==> src/inc/atc_pkg.sv <==
package atc_pkg;

	// ****************************************
	// Register map
	// ****************************************
	localparam logic [7:0] ATC_CTRL_ADDR = 8'h91;
	localparam logic [7:0] ATC_CTRL_RESET = 8'h00;
	localparam int ATC_HI_FLAG_BIT = 7;
	localparam int ATC_LO_FLAG_BIT = 6;
	localparam int ATC_LO_IEN_BIT = 5;
	localparam int ATC_CAP_EN_BIT = 4;
	localparam int ATC_SPLIT_BIT = 3;
	localparam int ATC_RUN_BIT = 2;
	localparam int ATC_CLKSEL_LSB = 0;
	localparam logic [7:0] ATC_BYTE_MAX = 8'hff;
	localparam logic [7:0] ATC_BYTE_ZERO = 8'h00;
	localparam logic [15:0] ATC_COUNT_RESET = 16'h0000;

	typedef struct packed {
		logic high_overflow_flag;
		logic low_overflow_flag;
		logic low_byte_irq_enable;
		logic capture_mode_enable;
		logic split_mode_select;
		logic upper_run_control;
		logic [1:0] alt_clock_select;
	} atc_ctrl_t;

	// Count path events towards the control logic
	typedef struct packed {
		logic hi_wrap;
		logic lo_wrap;
		logic capture;
	} atc_evt_t;

	typedef enum logic [1:0] {
		ATC_MODE_WIDE = 2'b00,
		ATC_MODE_SPLIT = 2'b01,
		ATC_MODE_CAPTURE = 2'b11
	} atc_mode_t;

endpackage : atc_pkg

==> src/logic/atc_counter.sv <==
`timescale 1ns/100ps
module atc_counter (
	input wire logic clk,
	input wire logic rst_b,
	input wire logic tick_hi,
	input wire logic tick_lo,
	input wire logic cap_trig,
	input atc_pkg::atc_mode_t mode,
	input wire logic run,
	input wire logic [15:0] reload_in,
	output logic [15:0] count,
	output logic [15:0] capture_val,
	output atc_pkg::atc_evt_t evt
);
	typedef struct packed {
		logic [15:0] count;
		logic [15:0] capture_val;
		atc_pkg::atc_evt_t evt;
	} atc_cnt_state_t;

	atc_cnt_state_t state;
	atc_cnt_state_t next_state;

	always_comb begin
		next_state = state;
		next_state.evt = '0;
		case (mode)
			atc_pkg::ATC_MODE_SPLIT: begin
				// Low byte always runs, high byte gated by run
				if (tick_lo) begin
					if (state.count[7:0] == atc_pkg::ATC_BYTE_MAX) begin
						next_state.count[7:0] = reload_in[7:0];
						next_state.evt.lo_wrap = 1'b1;
					end else begin
						next_state.count[7:0] = state.count[7:0] + 8'h01;
					end
				end
				if (tick_hi && run) begin
					if (state.count[15:8] == atc_pkg::ATC_BYTE_MAX) begin
						next_state.count[15:8] = reload_in[15:8];
						next_state.evt.hi_wrap = 1'b1;
					end else begin
						next_state.count[15:8] = state.count[15:8] + 8'h01;
					end
				end
			end
			default: begin
				if (tick_lo && run) begin
					next_state.evt.lo_wrap = (state.count[7:0] == atc_pkg::ATC_BYTE_MAX);
					if (state.count == 16'hffff) begin
						next_state.evt.hi_wrap = 1'b1;
						next_state.count = (mode == atc_pkg::ATC_MODE_CAPTURE) ?
							atc_pkg::ATC_COUNT_RESET : reload_in;
					end else begin
						next_state.count = state.count + 16'h0001;
					end
				end
				if (mode == atc_pkg::ATC_MODE_CAPTURE && cap_trig) begin
					next_state.capture_val = state.count;
					next_state.evt.capture = 1'b1;
				end
			end
		endcase
		if (!rst_b) begin
			next_state = '0;
		end
	end

	always_ff @(posedge clk) begin
		state <= next_state;
	end

	assign count = state.count;
	assign capture_val = state.capture_val;
	assign evt = state.evt;

endmodule : atc_counter

==> src/logic/atc_control.sv <==
`timescale 1ns/100ps
module atc_control (
	input wire logic clk,
	input wire logic rst_b,
	input wire logic sfr_wr,
	input wire logic [7:0] sfr_addr,
	input wire logic [7:0] sfr_wdata,
	input wire logic timer_irq_enable,
	input wire logic tick_hi,
	input wire logic tick_lo,
	input wire logic cap_trig_pin,
	input wire logic [15:0] reload_value,
	output logic [7:0] ctrl_rdata,
	output logic irq_req,
	output logic [15:0] count_value,
	output logic capture_load,
	output logic [15:0] capture_value,
	output logic [1:0] alt_clock_select
);
	// ****************************************
	// State
	// ****************************************
	typedef struct packed {
		atc_pkg::atc_ctrl_t ctrl;
		logic irq_req;
		logic [2:0] trig_sync;
		logic trig_level;
		logic cap_edge;
		logic cap_load;
		logic [15:0] cap_val;
		logic [15:0] count_val;
	} atc_state_t;

	atc_state_t state;
	atc_state_t next_state;
	atc_pkg::atc_evt_t evt;
	atc_pkg::atc_mode_t mode;
	logic [15:0] count_int;
	logic [15:0] cap_int;
	logic ctrl_write;

	// ****************************************
	// Count path
	// ****************************************
	always_comb begin
		if (state.ctrl.capture_mode_enable) begin
			mode = atc_pkg::ATC_MODE_CAPTURE;
		end else if (state.ctrl.split_mode_select) begin
			mode = atc_pkg::ATC_MODE_SPLIT;
		end else begin
			mode = atc_pkg::ATC_MODE_WIDE;
		end
	end

	atc_counter u_counter (
		.clk(clk),
		.rst_b(rst_b),
		.tick_hi(tick_hi),
		.tick_lo(tick_lo),
		.cap_trig(state.cap_edge),
		.mode(mode),
		.run(state.ctrl.upper_run_control),
		.reload_in(reload_value),
		.count(count_int),
		.capture_val(cap_int),
		.evt(evt)
	);

	// Writes to any other address are dropped silently
	assign ctrl_write = sfr_wr && (sfr_addr == atc_pkg::ATC_CTRL_ADDR);

	// ****************************************
	// Control register and flags
	// ****************************************
	always_comb begin
		next_state = state;
		next_state.trig_sync = {state.trig_sync[1:0], cap_trig_pin};
		// Level accepted only once second and third stages agree
		if (state.trig_sync[1] == state.trig_sync[2]) begin
			next_state.trig_level = state.trig_sync[2];
		end
		// One pulse per accepted rise, however long the pin stays high
		next_state.cap_edge = state.trig_sync[1] && state.trig_sync[2] && !state.trig_level;
		if (ctrl_write) begin
			next_state.ctrl = atc_pkg::atc_ctrl_t'(sfr_wdata);
		end
		// Set wins over a same-cycle clear
		if (evt.hi_wrap || evt.capture) begin
			next_state.ctrl.high_overflow_flag = 1'b1;
		end
		if (evt.lo_wrap) begin
			next_state.ctrl.low_overflow_flag = 1'b1;
		end
		// Request follows the flag value now being registered
		next_state.irq_req = timer_irq_enable && (next_state.ctrl.high_overflow_flag
			|| (next_state.ctrl.low_byte_irq_enable
			&& next_state.ctrl.low_overflow_flag));
		// Output copies, so every port leaves a flip-flop
		next_state.cap_load = evt.capture;
		next_state.cap_val = cap_int;
		next_state.count_val = count_int;
		if (!rst_b) begin
			next_state = '0;
		end
	end

	always_ff @(posedge clk) begin
		state <= next_state;
	end

	assign ctrl_rdata = state.ctrl;
	assign irq_req = state.irq_req;
	assign alt_clock_select = state.ctrl.alt_clock_select;
	assign capture_load = state.cap_load;
	assign capture_value = state.cap_val;
	assign count_value = state.count_val;
endmodule : atc_control

==> config.mk <==
export PLATFORM = sky130hd
export DESIGN_NAME = atc_control
export DESIGN_NICKNAME = d
export VERILOG_FILES = /design/src/inc/atc_pkg.sv /design/src/logic/atc_counter.sv /design/src/logic/atc_control.sv
export SDC_FILE = /design/constraint.sdc
export NUM_CORES = 1
export LEC_CHECK = 0
export ABC_CLOCK_PERIOD_IN_PS = 2220
export BUFFER_PORTS_ARGS = -buffer_cell sky130_fd_sc_hd__buf_2
export CAP_MARGIN = 20
export CORE_ASPECT_RATIO = 0.7
export CORE_MARGIN = 1.5
export CORE_UTILIZATION = 54
export CTS_CLUSTER_SIZE = 28
export DETAILED_ROUTE_END_ITERATION = 16
export PLACE_DENSITY = 0.8
export SYNTH_ARGS = -nofsm -noshare
export SYNTH_HDL_FRONTEND = slang
export SYNTH_HIERARCHICAL = 1
export SYNTH_SLANG_ARGS = --single-unit
==> constraint.sdc <==
create_clock -name clk -period 2.22 [get_ports clk]
set_clock_uncertainty 0.05 [all_clocks]
set_input_delay 0.666 -clock clk [delete_from_list [all_inputs] [get_ports clk]]
set_output_delay 0.666 -clock clk [all_outputs]
set_load 0.01 [all_outputs]
==> summary.txt <==
I/O Buffers: 82
Max Cap Viol: 0
vias in the first global route: 2839
number of synthesized flops with an enable pin: 0
design area: 4260 um2
Worst EP arrival: 2.33 ns
power share of the combinational group: 3.1%
WL/cell: 15.3 um
hold path depth: 1
Syn Inst Count: 419
# diodes: 0
yosys synthesis warning count: 6
Area after DPL: 4050 um2
share of the synthesized area in the top cell type: 44.2%
initial antenna violation count: 0
clock network power share: 42.1%
crit end category: flip-flop
PnR worst setup slack: 0.129 ns
Fmax: 0.478 GHz
minimum clock period: 2.09 ns
Yosys cell types: 57
Mapped Nets: 461
cells on worst reg2reg path: 7
root buf cell: clkbuf_8
Worst R2R Setup Slack: 0.13 ns
Psw: 0.616 mW
gpl congestion: 1.00
headroom to the max-slew limit: 59.8%
Area contributors post-synth: dfxtp_1, buf_4, and2_1
Hold Path Sink: state[33]$_SDFF_PN0_
CP Launch Type: flip-flop
hold path startpoint: state[34]$_SDFFE_PN0N_
Internal: 2.07 mW
core area: 6690 um2
Worst R2R End: u_counter/count[4]$_SDFFE_PN0P_
Residual DRC: 0
ys flop type: dfxtp_1
Syn-to-layout area delta: 14.7%
full die area: 7390 um2
pwr dens: 632 nW/um2
FF/Latch Area: 1640 um2
worst path required time: 2.45 ns
Vias/cell: 5.48
Fin Hold WS: 0.365 ns
FP Rows: 25
grt ovf: 0
sw frac: 22.9%
Leakage: 1.85 nW
Sink Count: 82
Hold Buf Count CTS: 0
status: completed
FF+latch count, synth: 82
DP Wirelength: 6430 um
Critical Setup Path Class: reg -> reg
Final Core Density: 63.6%
IO Pins: 83
Cells after DPL: 561
Hold Crit Class: reg -> reg
Final ANT Viol Nets: 0
CTS H-tree lvls: 3
vias: 3162
post-synth top area cell: dfxtp_1
asr flop ratio synth: 0%
RSZ-0062 raised after global routing: false
register area share after synthesis: 44.2%
CTS Buf Count: 9
Max Slew Vio Count: 0
CP Max Fanout: 9
die span in y: 72.4 um
layout cells sized above 1: 29.2%
sequential share of power: 54.8%
Final TNS setup: 0 ns
Setup-failing EPs final: 0
starting density of the core: 55.5%
cell with the most instances after synthesis: dfxtp_1
Synth top cells by count: dfxtp_1, nand2_1, buf_4, and2_1, a21oi_1
Pwr Total: 2.69 mW
FF-to-FF Start: ctrl_rdata[4]$_SDFFE_PN0N_
worst-margin pin slew: 0.601 ns
worst ir drop on vdd: 0.000404 V
Starting DRT DRC Count: 291
Mean Syn Cell Area: 8.86 um2
largest net degree at the start of global routing: 37
first-pass GRT wire length: 14300 um
fillers: 587
Pre-antenna DRT Iters: 6
crit share post-route: 94.2%
clock transition at the registers of the reported paths: 0.09 ns
NumNets Final: 520
Final Hold Fails: 0
width of the die: 102 um
TritonCTS clock tree: done
area of the multi-input gates: 1650 um2
GRT Overall Usage: 25.4%
clk_lat worst skew: 0.36 ns
post-CTS resize count: 0
Routed WL: 8850 um
clock buffer depth: 2
final std cells w/o fill: 577
Setup Fix Bufs, Post-CTS: 0
pre-CTS WS: 0.159 ns
Post-Syn Area: 3710 um2
layout make-up:
type | instances | area share [%]
inverters | 6 | 0.529
repair buffers | 110 | 14.6
well taps | 94 | 2.76
clock buffers | 10 | 3.23
multi-input cells | 269 | 38.7
flip-flops and latches | 82 | 38.6
clock inverters | 6 | 1.68
worst max path at each step:
stage | from | to | slack, ns | depth (start not counted)
4_1_cts | ctrl_rdata[4]$_SDFFE_PN0N_ | u_counter/count[4]$_SDFFE_PN0P_ | 0.17 | 7
3_3_place_gp | sfr_addr[1] | irq_req$_SDFF_PN0_ | 0.21 | 5
2_1_floorplan | sfr_addr[1] | irq_req$_SDFF_PN0_ | 0.35 | 4
5_1_grt | ctrl_rdata[4]$_SDFFE_PN0N_ | u_counter/count[4]$_SDFFE_PN0P_ | 0.005 | 7
3_5_place_dp | sfr_addr[1] | irq_req$_SDFF_PN0_ | 0.16 | 5
6_report | ctrl_rdata[4]$_SDFFE_PN0N_ | u_counter/count[4]$_SDFFE_PN0P_ | 0.13 | 7
cells by family (layout without fill, tap and decap cells):
logic type / Yosys count / in the layout / share of synthesized area (%)
compound gates: 82 / 82 / 14.5
xor+xnor: 5 / 5 / 1.18
fa+ha+maj: 3 / 3 / 1.01
buf+inv: 68 / 132 / 11.5
flops: 82 / 82 / 44.2
mux: 11 / 11 / 3.00
simple gates: 168 / 168 / 24.6
per-layer routing:
metal,part of all wire [%],up-vias,track usage [%]
li1,-,1537,-
met1,46,1441,35.5
met2,42,172,36.5
met3,11,12,9.44
met4,1.1,0,7.91
met5,0,-,0
power by group through the flow:
stage	sequential [mW]	clock (mW)	combinational (mW)
2_1_floorplan	1.51	0	0.0317
6_report	1.47	1.13	0.0830
3_5_place_dp	1.51	0	0.0823
5_1_grt	1.47	1.22	0.0918
3_3_place_gp	1.51	0	0.0797
4_1_cts	1.47	1.15	0.0831
flip-flops by register name, summed over array words and instances (netlist names), 2 cells and up:
| signal | flops |
|---|---|
| alt_clock_select | 2 |
| capture_value | 16 |
| count_value | 16 |
| ctrl_rdata | 6 |
| state | 5 |
| u_counter/capture_val | 16 |
| u_counter/count | 16 |
| u_counter/evt | 3 |
critical path: stages, from the launching register on:
cell and delay (ns):
dfxtp_1 0.39, or2_2 0.14, nor2b_1 0.40, buf_4 0.22, o21a_1 0.28, nand4_1 0.17
and2b_1 0.18, a211oi_1 0.19
cell usage in the layout, fill, tap and decap left out, drive strengths merged, types with 2 or more instances in the layout:
cell	count
a211oi	5
a21o	2
a21oi	30
a221oi	3
a31oi	7
a32o	3
and2	39
and3	6
buf	110
clkbuf	10
dfxtp	82
ha	3
inv	9
mux2i	10
nand2	53
nand2b	2
nand3	12
nand4	12
nor2	21
nor2b	3
nor3	7
nor4	3
o2111ai	4
o211ai	2
o21a	3
o21ai	13
o31ai	3
or2	2
xnor2	5
No activity file was read; power rests on OpenSTA's default activity.
